`src/pkg/chic_pkg.sv`:
```
// Purpose: Shared constants and carriers for the CD-ROM host interface control block
// Assumes: One clock domain, sub-CPU register port with 5-bit address
// Notes:   Register offsets are word indices on the plain sub-CPU port
package chic_pkg;

    ////////////////////////////////////////////////////////////////////////////
    // Register offsets (read side)
    localparam logic [4:0] CHIC_RD_CMD_IN    = 5'h00;  // Command FIFO / packet command
    localparam logic [4:0] CHIC_RD_STATUS    = 5'h01;  // host_if_status
    localparam logic [4:0] CHIC_RD_SECT3     = 5'h0F;  // sector_status_three
    localparam logic [4:0] CHIC_RD_SUB_HI    = 5'h13;  // Subcode address high
    localparam logic [4:0] CHIC_RD_HOST_CMD  = 5'h1A;  // host_command_reg
    localparam logic [4:0] CHIC_RD_DEV_CTRL  = 5'h1C;  // device_control_reg
    // Register offsets (write side)
    localparam logic [4:0] CHIC_WR_STAT_OUT  = 5'h00;  // Status output FIFO
    localparam logic [4:0] CHIC_WR_CONTROL   = 5'h01;  // host_if_control
    localparam logic [4:0] CHIC_WR_TRIGGER   = 5'h0A;  // transfer_trigger
    localparam logic [4:0] CHIC_WR_END_ACK   = 5'h0B;  // transfer_end_ack

    ////////////////////////////////////////////////////////////////////////////
    // Control field positions
    localparam int CHIC_CTL_CMD_MASK  = 7;
    localparam int CHIC_CTL_DTE_MASK  = 6;
    localparam int CHIC_CTL_DEC_MASK  = 5;
    localparam int CHIC_CTL_BRK_DIS   = 4;
    localparam int CHIC_CTL_DATA_WAIT = 3;
    localparam int CHIC_CTL_STAT_WAIT = 2;
    localparam int CHIC_CTL_DATA_OE   = 1;
    localparam int CHIC_CTL_STAT_OE   = 0;

    ////////////////////////////////////////////////////////////////////////////
    // Values and sizes
    localparam logic [7:0] CHIC_CTRL_RESET  = 8'h00;
    localparam logic [7:0] CHIC_ATAPI_MASK  = 8'hE0;  // Control bits live in ATAPI mode
    localparam logic [7:0] CHIC_EMPTY_READ  = 8'hFF;  // Read of an empty command FIFO
    localparam logic [7:0] CHIC_DIAG_CMD    = 8'h90;  // Diagnostic command, ignores select
    localparam int         CHIC_FIFO_DEPTH  = 12;
    localparam int         CHIC_PTR_W       = 4;

    ////////////////////////////////////////////////////////////////////////////
    // Sub-CPU register port request
    typedef struct packed {
        logic       wr;
        logic       rd;
        logic [4:0] addr;
        logic [7:0] wdata;
    } chic_bus_t;

    // Host side strobes in the legacy modes
    typedef struct packed {
        logic       cmd_wr;   // Host writes one command byte
        logic       stat_rd;  // Host reads one status byte
        logic [7:0] data;
    } chic_host_t;

    // ATAPI task-file events from the host side
    typedef struct packed {
        logic       cmd_reg_wr;   // Host wrote host_command_reg
        logic       drive_sel;    // This drive is selected
        logic       srst_set;     // Host set soft reset in device_control_reg
        logic       pkt_wr;       // Packet command byte written
        logic       pkt_done;     // Packet command complete
        logic       mem_done;     // Sub-CPU memory transfer finished
        logic [7:0] data;
    } chic_atapi_t;

endpackage : chic_pkg

```
`src/rtl/chic_host_if.sv`:
```
// Purpose: Host interface control/status: command and status FIFOs, transfer sequencing, interrupts
// Assumes: Inputs synchronous to clk_sys; data mover and decoder live outside
// Notes:   Status reads and command writes by the host are single-cycle strobes
//
// Function
// Twelve-byte status FIFO carries bytes from sub-CPU to host.
// Legacy status output write starts status transfer when output enable set.
// Without wait, a status write drives status_ready_n low at once.
// With wait and data ready idle, status_ready_n goes low and status busy sets.
// While data transfer holds data_ready_n low, status_ready_n stays high; the code holds it high only while control bit 2 is low.
// ATAPI packet command bytes accepted only while a data transfer runs.
// Legacy twelve-byte command FIFO; emptying read sets command irq, then FFH.
// Reset clears control; ATAPI mode uses only control bits 7 to 5.
// Bits 7 to 5 mask command, end, decoder irqs; status bits untouched.
// Bit 4 low lets host command write break transfers without end irq.
// Bit 3 low postpones data transfer until status transfer completes.
// Bit 2 low postpones status transfer until data transfer completes.
// Bit 1 enables data transfer; clearing aborts running data transfer.
// Bit 0 enables status transfer; clearing empties status FIFO and aborts.
// In ATAPI mode status bits 1 and 0 read as zero.
// ATAPI command irq on selected command write or 90H; read clears.
// End irq on data transfer end, packet receipt, memory transfer; ack clears.
// Decoder irq cleared by sector status read; subcode irq by subcode read.
// Data busy set by trigger write, cleared when transfer completes.
// ATAPI soft reset irq set by host, cleared by read, unmaskable.
// Legacy status busy set by status write, cleared when host empties FIFO.
// Legacy status bits 1,0 sample ready pins at each host access.
// FIFOs keep write order and track fill exactly.
`timescale 1ns/1ps

module chic_host_if #(
    parameter int FIFO_DEPTH = chic_pkg::CHIC_FIFO_DEPTH
) (
    input  wire logic                clk_sys,
    input  wire logic                rst_b,
    input  wire logic                atapi_mode,
    input  wire chic_pkg::chic_bus_t bus,
    output logic [7:0]               bus_rdata,
    input  wire chic_pkg::chic_host_t   host,
    output logic [7:0]               host_stat_data,
    output logic                     status_ready_n,
    output logic                     data_ready_n,
    input  wire chic_pkg::chic_atapi_t  atapi,
    input  wire logic                data_xfer_done,
    input  wire logic                sector_ready,
    input  wire logic                subcode_ready,
    input  wire logic [7:0]          sector_status_three,
    input  wire logic [7:0]          subcode_addr_high,
    output logic                     data_xfer_busy,
    output logic                     data_xfer_abort,
    output logic                     sub_irq
);
    import chic_pkg::*;

    // Wrap a FIFO pointer at the configured depth
    function automatic logic [CHIC_PTR_W-1:0] next_ptr(input logic [CHIC_PTR_W-1:0] p);
        next_ptr = (p == CHIC_PTR_W'(FIFO_DEPTH - 1)) ? '0 : p + 1'b1;
    endfunction

    ////////////////////////////////////////////////////////////////////////////
    // State
    logic [7:0]            host_if_control;
    logic [7:0]            cmd_mem [FIFO_DEPTH];
    logic [7:0]            stat_mem [FIFO_DEPTH];
    logic [CHIC_PTR_W-1:0] cmd_wp, cmd_rp, cmd_cnt;
    logic [CHIC_PTR_W-1:0] stat_wp, stat_rp, stat_cnt;
    logic                  status_xfer_busy;
    logic                  command_interrupt;
    logic                  transfer_end_interrupt;
    logic                  decoder_interrupt;
    logic                  subcode_interrupt;
    logic                  soft_reset_interrupt;
    logic [1:0]            pin_sample;
    logic [7:0]            host_cmd_byte;
    logic [7:0]            dev_ctrl_byte;
    logic                  data_running;

    ////////////////////////////////////////////////////////////////////////////
    // Decode
    wire legacy       = ~atapi_mode;
    wire [7:0] ctl    = atapi_mode ? (host_if_control & CHIC_ATAPI_MASK) : host_if_control;
    // Waits are active low; in ATAPI mode the masked zero would enable them, so force off
    wire data_wait    = legacy & ~ctl[CHIC_CTL_DATA_WAIT];
    wire stat_wait    = legacy & ~ctl[CHIC_CTL_STAT_WAIT];
    wire data_oe      = atapi_mode | ctl[CHIC_CTL_DATA_OE];
    wire stat_oe      = ctl[CHIC_CTL_STAT_OE];
    wire brk_en       = legacy & ~ctl[CHIC_CTL_BRK_DIS];

    wire wr_stat_port = bus.wr & (bus.addr == CHIC_WR_STAT_OUT);
    wire wr_control   = bus.wr & (bus.addr == CHIC_WR_CONTROL);
    wire wr_trigger   = bus.wr & (bus.addr == CHIC_WR_TRIGGER);
    wire wr_end_ack   = bus.wr & (bus.addr == CHIC_WR_END_ACK);
    wire rd_cmd_port  = bus.rd & (bus.addr == CHIC_RD_CMD_IN);
    wire rd_status    = bus.rd & (bus.addr == CHIC_RD_STATUS);
    wire rd_sect3     = bus.rd & (bus.addr == CHIC_RD_SECT3);
    wire rd_sub_hi    = bus.rd & (bus.addr == CHIC_RD_SUB_HI);
    wire rd_host_cmd  = bus.rd & (bus.addr == CHIC_RD_HOST_CMD);
    wire rd_dev_ctrl  = bus.rd & (bus.addr == CHIC_RD_DEV_CTRL);

    ////////////////////////////////////////////////////////////////////////////
    // Fill state
    wire cmd_empty  = (cmd_cnt == '0);
    wire cmd_full   = (cmd_cnt == CHIC_PTR_W'(FIFO_DEPTH));
    wire stat_empty = (stat_cnt == '0);
    wire stat_full  = (stat_cnt == CHIC_PTR_W'(FIFO_DEPTH));

    // Command break and control-bit aborts
    wire cmd_break   = brk_en & host.cmd_wr;
    wire doe_clear   = wr_control & legacy & ~bus.wdata[CHIC_CTL_DATA_OE] & data_xfer_busy;
    wire soe_off     = legacy & ~stat_oe;
    wire stat_flush  = soe_off | (cmd_break & status_xfer_busy);

    // Ready pins; a data transfer already running is never paused, so waits cannot deadlock
    wire data_hold   = data_wait & status_xfer_busy & ~data_running;
    wire stat_hold   = stat_wait & ~data_ready_n;
    assign data_ready_n   = ~(legacy & data_xfer_busy & data_oe & ~data_hold);
    assign status_ready_n = ~(legacy & status_xfer_busy & ~stat_empty & ~stat_hold);

    // Pushes and pops
    wire pkt_push  = atapi_mode & atapi.pkt_wr & data_xfer_busy;
    wire cmd_push  = ~cmd_full & ((legacy & host.cmd_wr) | pkt_push);
    wire [7:0] cmd_in = atapi_mode ? atapi.data : host.data;
    wire cmd_pop   = rd_cmd_port & ~cmd_empty;
    wire stat_push = legacy & wr_stat_port & stat_oe & ~stat_full;
    wire stat_pop  = host.stat_rd & ~status_ready_n;
    wire host_acc  = legacy & (host.cmd_wr | host.stat_rd);

    // Interrupt events
    wire cmd_irq_set = (legacy & cmd_pop & (cmd_cnt == CHIC_PTR_W'(1)))
                     | (atapi_mode & atapi.cmd_reg_wr
                        & (atapi.drive_sel | (atapi.data == CHIC_DIAG_CMD)));
    wire cmd_irq_clr = (legacy & host.cmd_wr) | (atapi_mode & rd_host_cmd);
    wire dte_set     = (data_xfer_busy & data_xfer_done)
                     | (atapi_mode & (atapi.pkt_done | atapi.mem_done));
    wire srst_set    = atapi_mode & atapi.srst_set;

    // Status byte; low bits only carry meaning in legacy modes
    wire stat_bit2 = atapi_mode ? soft_reset_interrupt : status_xfer_busy;
    wire [7:0] status_byte = {command_interrupt, transfer_end_interrupt, decoder_interrupt,
                              subcode_interrupt, data_xfer_busy, stat_bit2,
                              legacy ? pin_sample : 2'b00};

    // Read mux; unmapped addresses return zero
    logic [7:0] next_rdata;
    always_comb begin
        next_rdata = 8'h00;
        case (bus.addr)
            CHIC_RD_CMD_IN:   next_rdata = cmd_empty ? CHIC_EMPTY_READ : cmd_mem[cmd_rp];
            CHIC_RD_STATUS:   next_rdata = status_byte;
            CHIC_RD_SECT3:    next_rdata = sector_status_three;
            CHIC_RD_SUB_HI:   next_rdata = subcode_addr_high;
            CHIC_RD_HOST_CMD: next_rdata = host_cmd_byte;
            CHIC_RD_DEV_CTRL: next_rdata = dev_ctrl_byte;
            default:          next_rdata = 8'h00;
        endcase
    end

    // Masked sub-CPU interrupt; soft reset cannot be masked
    assign sub_irq = (command_interrupt & ctl[CHIC_CTL_CMD_MASK])
                   | (transfer_end_interrupt & ctl[CHIC_CTL_DTE_MASK])
                   | (decoder_interrupt & ctl[CHIC_CTL_DEC_MASK])
                   | soft_reset_interrupt;

    ////////////////////////////////////////////////////////////////////////////
    // Control register and read data
    always_ff @(posedge clk_sys or negedge rst_b) begin
        if (!rst_b) begin
            host_if_control <= CHIC_CTRL_RESET;
            bus_rdata       <= 8'h00;
        end else begin
            if (wr_control)
                host_if_control <= bus.wdata;
            if (bus.rd)
                bus_rdata <= next_rdata;
        end
    end

    // Command and status FIFO storage, written in order
    always_ff @(posedge clk_sys) begin
        if (cmd_push)
            cmd_mem[cmd_wp] <= cmd_in;
        if (stat_push)
            stat_mem[stat_wp] <= bus.wdata;
    end

    // Command FIFO pointers
    always_ff @(posedge clk_sys or negedge rst_b) begin
        if (!rst_b) begin
            cmd_wp  <= '0;
            cmd_rp  <= '0;
            cmd_cnt <= '0;
        end else begin
            if (cmd_push)
                cmd_wp <= next_ptr(cmd_wp);
            if (cmd_pop)
                cmd_rp <= next_ptr(cmd_rp);
            cmd_cnt <= cmd_cnt + CHIC_PTR_W'(cmd_push) - CHIC_PTR_W'(cmd_pop);
        end
    end

    // Status FIFO pointers; a flush beats any push in the same cycle
    always_ff @(posedge clk_sys or negedge rst_b) begin
        if (!rst_b) begin
            stat_wp  <= '0;
            stat_rp  <= '0;
            stat_cnt <= '0;
        end else if (stat_flush) begin
            stat_wp  <= '0;
            stat_rp  <= '0;
            stat_cnt <= '0;
        end else begin
            if (stat_push)
                stat_wp <= next_ptr(stat_wp);
            if (stat_pop)
                stat_rp <= next_ptr(stat_rp);
            stat_cnt <= stat_cnt + CHIC_PTR_W'(stat_push) - CHIC_PTR_W'(stat_pop);
        end
    end

    // Status byte to host, registered
    always_ff @(posedge clk_sys or negedge rst_b) begin
        if (!rst_b)
            host_stat_data <= 8'h00;
        else if (stat_pop)
            host_stat_data <= stat_mem[stat_rp];
    end

    // Status transfer busy: set by write, cleared when host drains the FIFO
    always_ff @(posedge clk_sys or negedge rst_b) begin
        if (!rst_b)
            status_xfer_busy <= 1'b0;
        else if (stat_flush | atapi_mode)
            status_xfer_busy <= 1'b0;
        else if (stat_push)
            status_xfer_busy <= 1'b1;
        else if (stat_pop & (stat_cnt == CHIC_PTR_W'(1)))
            status_xfer_busy <= 1'b0;
    end

    // Data transfer busy and abort pulse
    always_ff @(posedge clk_sys or negedge rst_b) begin
        if (!rst_b) begin
            data_xfer_busy  <= 1'b0;
            data_xfer_abort <= 1'b0;
            data_running    <= 1'b0;
        end else begin
            data_xfer_abort <= data_xfer_busy & (doe_clear | cmd_break);
            data_running    <= data_xfer_busy & (data_running | ~data_ready_n);
            if (wr_trigger)
                data_xfer_busy <= 1'b1;
            else if (data_xfer_done | doe_clear | cmd_break)
                data_xfer_busy <= 1'b0;
        end
    end

    // Sticky interrupt flags; a set in the clearing cycle wins
    always_ff @(posedge clk_sys or negedge rst_b) begin
        if (!rst_b) begin
            command_interrupt      <= 1'b0;
            transfer_end_interrupt <= 1'b0;
            decoder_interrupt      <= 1'b0;
            subcode_interrupt      <= 1'b0;
            soft_reset_interrupt   <= 1'b0;
        end else begin
            command_interrupt      <= cmd_irq_set | (command_interrupt & ~cmd_irq_clr);
            transfer_end_interrupt <= dte_set | (transfer_end_interrupt & ~wr_end_ack);
            decoder_interrupt      <= sector_ready | (decoder_interrupt & ~rd_sect3);
            subcode_interrupt      <= subcode_ready | (subcode_interrupt & ~rd_sub_hi);
            soft_reset_interrupt   <= srst_set | (soft_reset_interrupt & ~rd_dev_ctrl);
        end
    end

    // Pin samples and ATAPI task-file copies
    always_ff @(posedge clk_sys or negedge rst_b) begin
        if (!rst_b) begin
            pin_sample    <= 2'b11;
            host_cmd_byte <= 8'h00;
            dev_ctrl_byte <= 8'h00;
        end else begin
            if (host_acc)
                pin_sample <= {data_ready_n, status_ready_n};
            if (atapi_mode & atapi.cmd_reg_wr)
                host_cmd_byte <= atapi.data;
            if (srst_set)
                dev_ctrl_byte <= atapi.data;
        end
    end

endmodule // chic_host_if

```
`config.mk`:
```
export PLATFORM = sky130hd
export DESIGN_NAME = chic_host_if
export DESIGN_NICKNAME = d
export VERILOG_FILES = /design/src/pkg/chic_pkg.sv /design/src/rtl/chic_host_if.sv
export SDC_FILE = /design/constraint.sdc
export NUM_CORES = 1
export LEC_CHECK = 0
export BUFFER_PORTS_ARGS = -buffer_cell sky130_fd_sc_hd__clkbuf_2
export CORE_UTILIZATION = 29
export DETAILED_ROUTE_END_ITERATION = 10
export GPL_TIMING_DRIVEN = 0
export SLEW_MARGIN = 20
export SYNTH_ARGS = -nofsm -noshare
export SYNTH_HDL_FRONTEND = slang
export SYNTH_SLANG_ARGS = --single-unit
```
`constraint.sdc`:
```
create_clock -name clk_sys -period 7.3 [get_ports clk_sys]
set_clock_uncertainty 0.05 [all_clocks]
set_input_delay 0.73 -clock clk_sys [delete_from_list [all_inputs] [get_ports clk_sys]]
set_output_delay 0.73 -clock clk_sys [all_outputs]
set_load 0.01 [all_outputs]
```
=== After elaboration in Yosys (flattened, before gate mapping) ===
Memory sizes are Yosys's and may differ from the RTL's. A register that Yosys moved wholly into a read port is not among the register bits.
Cells that the tools add are included.

* Memory bits (writable): 192
* Bits in registers: 67
* Memories kept: 2
* Input bits: 61

{| class="wikitable"
|+ Memory list
! memory !! depth !! bits a word !! read ports !! clocked after Yosys merged registers in !! write ports !! line !! source
|-
| cmd_mem || 12 || 8 || 1 || 0 || 1 || chic_host_if.sv:63 || <nowiki>logic [7:0] cmd_mem [FIFO_DEPTH];</nowiki>
|-
| stat_mem || 12 || 8 || 1 || 1 || 1 || chic_host_if.sv:64 || <nowiki>logic [7:0] stat_mem [FIFO_DEPTH];</nowiki>
|}

* Mux-type cells: 24
* Add/subtract/negate cells: 8
* Reduce and logical (&&, ||, !) cells: 8
* Bitwise operators: 98
* Eq/ne operators: 16

{| class="wikitable"
|+ Operators by type and width
! operator !! count
|-
| AND 1 bit || 56
|-
| case mux 8 bit (6 select lines) || 1
|-
| 2-to-1 mux 4 bit || 9
|-
| equality test 4 bit, second input constant || 6
|-
| OR 1 bit || 22
|-
| inverter 1 bit || 20
|-
| adder 4 x 1 -> 4 bit, second input constant || 4
|-
| 2-to-1 mux 8 bit || 2
|-
| equality test 5 x 4 -> 1 bit, second input constant || 3
|-
| equality test 5 bit, second input constant || 3
|-
| 2-to-1 mux 1 bit || 10
|-
| adder 4 x 1 -> 4 bit || 2
|-
| equality test 4 x 1 -> 1 bit, second input constant || 2
|-
| equality test 8 bit, second input constant || 1
|-
| logical NOT 4 bit || 2
|-
| subtractor 4 x 1 -> 4 bit || 2
|-
| nonzero test 2 bit || 3
|-
| equality test 5 x 1 -> 1 bit, second input constant || 1
|-
| logical NOT 5 bit || 1
|-
| 2-to-1 mux 5 bit || 1
|-
| nonzero test 3 bit || 1
|-
| 2-to-1 mux 2 bit || 1
|-
| logical NOT 1 bit || 1
|}

=== Logic depth before layout (Yosys ltp) ===
* Depth after elaboration: 15
* Gate-level depth with buffers: 14
* Depth with buffers taken out: 13

=== Worst setup path before layout ===
OpenSTA, ideal clock, no wires.

* Path kind: input to register
* Start: in atapi_mode
* End: reg stat_cnt[2]
* Arrival: 2947 ps
* Stages: 11
* Path slack: 4171 ps
* Library setup time: 132 ps
* Required time: 7118 ps
* Cells stage by stage: nand3b_1 -> o311ai_1 -> or2_2 -> buf_2 -> inv_1 -> ha_1 -> inv_1 -> ha_1 -> fa_1 -> xnor2_1 -> nor2_1

* Cells in the longest elaborated chain, start to end: 13
* Elaborated cells between the ends (all ways): 32

{| class="wikitable"
|+ Ends and longest elaborated chain
! what !! line !! source
|-
| from (decl) || chic_host_if.sv:36 || <nowiki>input wire logic atapi_mode,</nowiki>
|-
| 2-to-1 mux 5 bit || chic_host_if.sv:81 || <nowiki>wire [7:0] ctl = atapi_mode ? (host_if_control & CHIC_ATAPI_MASK) : host_if_control;</nowiki>
|-
| inverter 1 bit || chic_host_if.sv:83 || <nowiki>wire data_wait = legacy & ~ctl[CHIC_CTL_DATA_WAIT];</nowiki>
|-
| AND 1 bit || chic_host_if.sv:83 ||
|-
| AND 1 bit (2 in series) || chic_host_if.sv:114 || <nowiki>wire data_hold = data_wait & status_xfer_busy & ~data_running;</nowiki>
|-
| inverter 1 bit || chic_host_if.sv:116 || <nowiki>assign data_ready_n = ~(legacy & data_xfer_busy & data_oe & ~data_hold);</nowiki>
|-
| AND 1 bit || chic_host_if.sv:116 ||
|-
| AND 1 bit || chic_host_if.sv:115 || <nowiki>wire stat_hold = stat_wait & ~data_ready_n;</nowiki>
|-
| inverter 1 bit || chic_host_if.sv:117 || <nowiki>assign status_ready_n = ~(legacy & status_xfer_busy & ~stat_empty & ~stat_hold);</nowiki>
|-
| AND 1 bit * || chic_host_if.sv:117 ||
|-
| AND 1 bit * || chic_host_if.sv:125 || <nowiki>wire stat_pop = host.stat_rd & ~status_ready_n;</nowiki>
|-
| via stat_pop || chic_host_if.sv:125 ||
|-
| subtractor 4 x 1 -> 4 bit * || chic_host_if.sv:216 || <nowiki>stat_cnt <= stat_cnt + CHIC_PTR_W'(stat_push) - CHIC_PTR_W'(stat_pop);</nowiki>
|-
| 2-to-1 mux 4 bit * || chic_host_if.sv:207 || <nowiki>end else if (stat_flush) begin</nowiki>
|-
| to (signal assigned) || chic_host_if.sv:216 ||
|-
| to (decl) || chic_host_if.sv:66 || <nowiki>logic [CHIC_PTR_W-1:0] stat_wp, stat_rp, stat_cnt;</nowiki>
|}

The timed path passes the listed nets; every way through them passes the cells marked *.
A chain may end at the register's enable or synchronous reset.

=== Worst setup path in the final report ===
* Start: reg data_xfer_busy
* End: reg stat_cnt[2]

* Cells in the longest elaborated chain, start to end: 9

{| class="wikitable"
|+ Ends and longest elaborated chain
! what !! line !! source
|-
| from (decl) || chic_host_if.sv:49 || <nowiki>output logic data_xfer_busy,</nowiki>
|-
| from (signal assigned) || chic_host_if.sv:243 || <nowiki>data_xfer_busy <= 1'b0;</nowiki>
|-
| from (signal assigned) || chic_host_if.sv:250 || <nowiki>data_xfer_busy <= 1'b1;</nowiki>
|-
| from (signal assigned) || chic_host_if.sv:252 || <nowiki>data_xfer_busy <= 1'b0;</nowiki>
|-
| AND 1 bit (3 in series) || chic_host_if.sv:116 ||
|-
| AND 1 bit || chic_host_if.sv:115 ||
|-
| inverter 1 bit || chic_host_if.sv:117 ||
|-
| AND 1 bit || chic_host_if.sv:117 ||
|-
| AND 1 bit || chic_host_if.sv:125 ||
|-
| via stat_pop || chic_host_if.sv:125 ||
|-
| subtractor 4 x 1 -> 4 bit || chic_host_if.sv:216 ||
|-
| 2-to-1 mux 4 bit || chic_host_if.sv:207 ||
|}

The timed path passes the listed nets, and every way through them passes these cells.

==> run metrics <==
outcome=complete, no violations; vias in the first global route=7,036; total clock buffers created by CTS=29; Leak=just under 0.005 uW; Die Y=around 200 um; antenna-violating nets left=0; pin count of the biggest net entering global routing=48; Slew @ Worst Pin=approximately 1200 ps; pwr/cell area=approximately 280 nW/um^2; WL per Instance=20.50 um; area of the multi-input gates=3593 um^2; synthesized area=roughly 11,000 um^2; sequential area share after synthesis=66.56%; Initial DRC Count=455; Die W=201.0 um; Sink Count=267; number of setup buffers added after CTS=0; Reg clk slew, reported paths=roughly 60 ps; Yosys top cell area share=50.20%; Most used DFF post-synth=edfxtp_1; Async SR Flop Fraction=28.09%; Placer Congestion=0.7610; Final Max Tran Viols=0; io pins=82; cells after synthesis=734; maximum vdd drop=0.1883 mV; initial antenna violation count=0; Max-cap violations=0; total power=3756 uW; reg2reg path depth=11; Cell Rows=72; R2R Path End=stat_cnt[2]$_DFF_PN0_; Mean Syn Cell Area=15.65 um^2; startpoint type of the worst setup path=register; Final Hold Violating Endpoints=0; fin nets=930; GRT met1 Usage=about 19%; cell taking the most area after synthesis=edfxtp_1; vias post-DR=6,786; met3 Use GR=under 10%; Post-synth EDFFs=192; gr usage total=14.27%; Critical Path AT=approximately 3700 ps; Unique masters post-synth=67; Yosys warnings=0; RSZ-0062 raised after global routing=false; CP Max Fanout=10; Initial Util=29.58%; highest clock rate=296.4 MHz; Post-DP HPWL=20,180 um; clock latency on the worst-skew pair=between 500 and 600 ps; Ant. Diodes=0; crit path time final=3374 ps; drt first pass iters=8; number of port buffers=78; CP required=7650 ps; FILL cells=approximately 3.7k; share of cells above drive strength 1=29.07%; final setup margin=approximately 4000 ps; DRC viols=0; via-per-instance ratio=4.900; global-route wire length before repair=43,370 um; CTS tree=done; Crit. End Element=register; Synth Net Count=819; DRT Wirelength=28,390 um; cts hold-fix bufs=0; endpoints failing setup=0; dpl ws=3626 ps; grt ovf=0; clock root buffer=clkbuf_16; Area Growth Syn to Fin=17.97%; Crit Path Class=reg2reg; clock buffer depth=3; R2R Path Start=data_xfer_busy$_DFFE_PN0P_; Synth area leaders=edfxtp_1 (50%), dfrtp_1 (16%), mux4_2 (9.2%); flop2flop setup slack=3930 ps; final period utilization=46.22%; die area=40,410 um^2; Slew HR=22.46%; Sequential Area=7645 um^2; # H-tree levels=1; core area=38,830 um^2; CTS resizes=0; grt met2 use=23.10%; #FFs+latches synth=267; Fin Setup TNS=0 ps; busiest grt layer=met2; worst min-delay path class=in2async
[how the worst max path moves through the flow]
| stage | slack, ps | endpoint | start | depth (start not counted) |
|---|---|---|---|---|
| 4_1_cts | 3900 | stat_cnt[2]$_DFF_PN0_ | data_xfer_busy$_DFFE_PN0P_ | 11 |
| 2_1_floorplan | 4170 | stat_cnt[2]$_DFF_PN0_ | atapi_mode | 11 |
| 3_3_place_gp | 3560 | cmd_mem[3][4]$_DFFE_PP_ | atapi_mode | 7 |
| 6_report | 3930 | stat_cnt[2]$_DFF_PN0_ | data_xfer_busy$_DFFE_PN0P_ | 11 |
| 3_5_place_dp | 3630 | stat_cnt[2]$_DFF_PN0_ | atapi_mode | 12 |
| 5_1_grt | 3710 | stat_cnt[2]$_DFF_PN0_ | data_xfer_busy$_DFFE_PN0P_ | 11 |
[sequential cells by signal (all words and copies together) (netlist names), 8 cells and up]
signal	flops
bus_rdata	8
host_stat_data	8
host_cmd_byte	8
host_if_control	8
stat_mem	96
cmd_mem	96
dev_ctrl_byte	8
[final cells by class]
class | instances | share of cell area (%)
Clock buffer | 38 | 6.214
Buffer | 31 | 1.108
Tap cell | 518 | 4.783
Sequential cell | 267 | 56.42
Clock inverter | 15 | 0.9695
Multi-Input combinational cell | 406 | 26.52
Inverter | 30 | 0.8310
Timing Repair Buffer | 80 | 3.158
[synth_stat cells, types with 4 or more instances]
cell type and n:
a22oi_1 9, nand3_1 9, o221ai_1 5, a21o_1 6, dfrtp_1 73, ha_1 22, mux2i_1 9, edfxtp_1 192
nand4_1 4, o21ai_0 25, a31o_2 4, and3_1 15, a222oi_1 6, and2_1 7, nor2_1 25, mux2_2 36
mux4_2 47, nand2b_1 6, nor2b_1 4, inv_1 28, nand2_1 64, a21oi_1 37, a31oi_1 7, clkbuf_1 11
nor3_1 6, buf_4 4, buf_2 15, nand3b_1 5
[logic make-up (layout without fill, tap and decap cells)]
group	count (synthesis)	count (layout)	share of synthesized area, %
AO/OA/AOI/OAI	116	116	6.580
XOR/XNOR	4	4	0.3051
adder cells (fa/ha/maj)	24	24	2.745
buffers and inverters	61	194	2.287
flip-flops	267	267	66.56
multiplexers	92	92	13.53
AND/OR/NAND/NOR	170	170	7.996
[layer usage]
metal | part of all wire (%) | wire, um
met1 | 44 | 12400
met2 | 48 | 13670
met3 | 5.4 | 1542
met4 | 2.7 | 777
met5 | 0 | 0
[critical path, cell delays in order, from the launching register on]
cell and delay [ps]:
dfrtp_1 580, nand3b_1 170, o311ai_1 710, or2_2 280, buf_2 210, inv_1 100
ha_1 280, inv_1 30, ha_1 200, fa_1 410, xnor2_1 160, nor2_1 50
[cell usage in the layout, fill, tap and decap left out, types with 14 or more instances in the layout]
| master | count |
|---|---|
| and3_1 | 15 |
| mux2_2 | 36 |
| buf_2 | 15 |
| nor2_1 | 25 |
| clkbuf_1 | 14 |
| o21ai_0 | 25 |
| dfrtp_1 | 73 |
| edfxtp_1 | 192 |
| nand2_1 | 64 |
| clkbuf_16 | 31 |
| clkbuf_2 | 77 |
| inv_1 | 28 |
| a21oi_1 | 37 |
| ha_1 | 22 |
| mux4_2 | 47 |
[power breakdown]
part	leakage (uW)	total, uW	switching [uW]	internal [uW]
clock	0.000473	1470	589	880
sequential	0.00268	1770	54.8	1720
combinational	0.00173	513	288	225
[metrics by stage]
| stage | std cells | instance area (um^2) | util [%] | hold WS, ps |
|---|---|---|---|---|
| final | 1385 | 13550 | 34.90 | 116.7 |
| after detailed placement | 1332 | 12570 | 32.38 | 423.3 |
| after global routing | 1385 | 13550 | 34.90 | 141.4 |
| after global placement | 1330 | 12520 | 32.26 | 412.5 |
| after floorplan | 734 | 11490 | - | 384.4 |
| after CTS | 1385 | 13550 | 34.89 | 112.9 |
No activity file was read; power rests on OpenSTA's default activity.
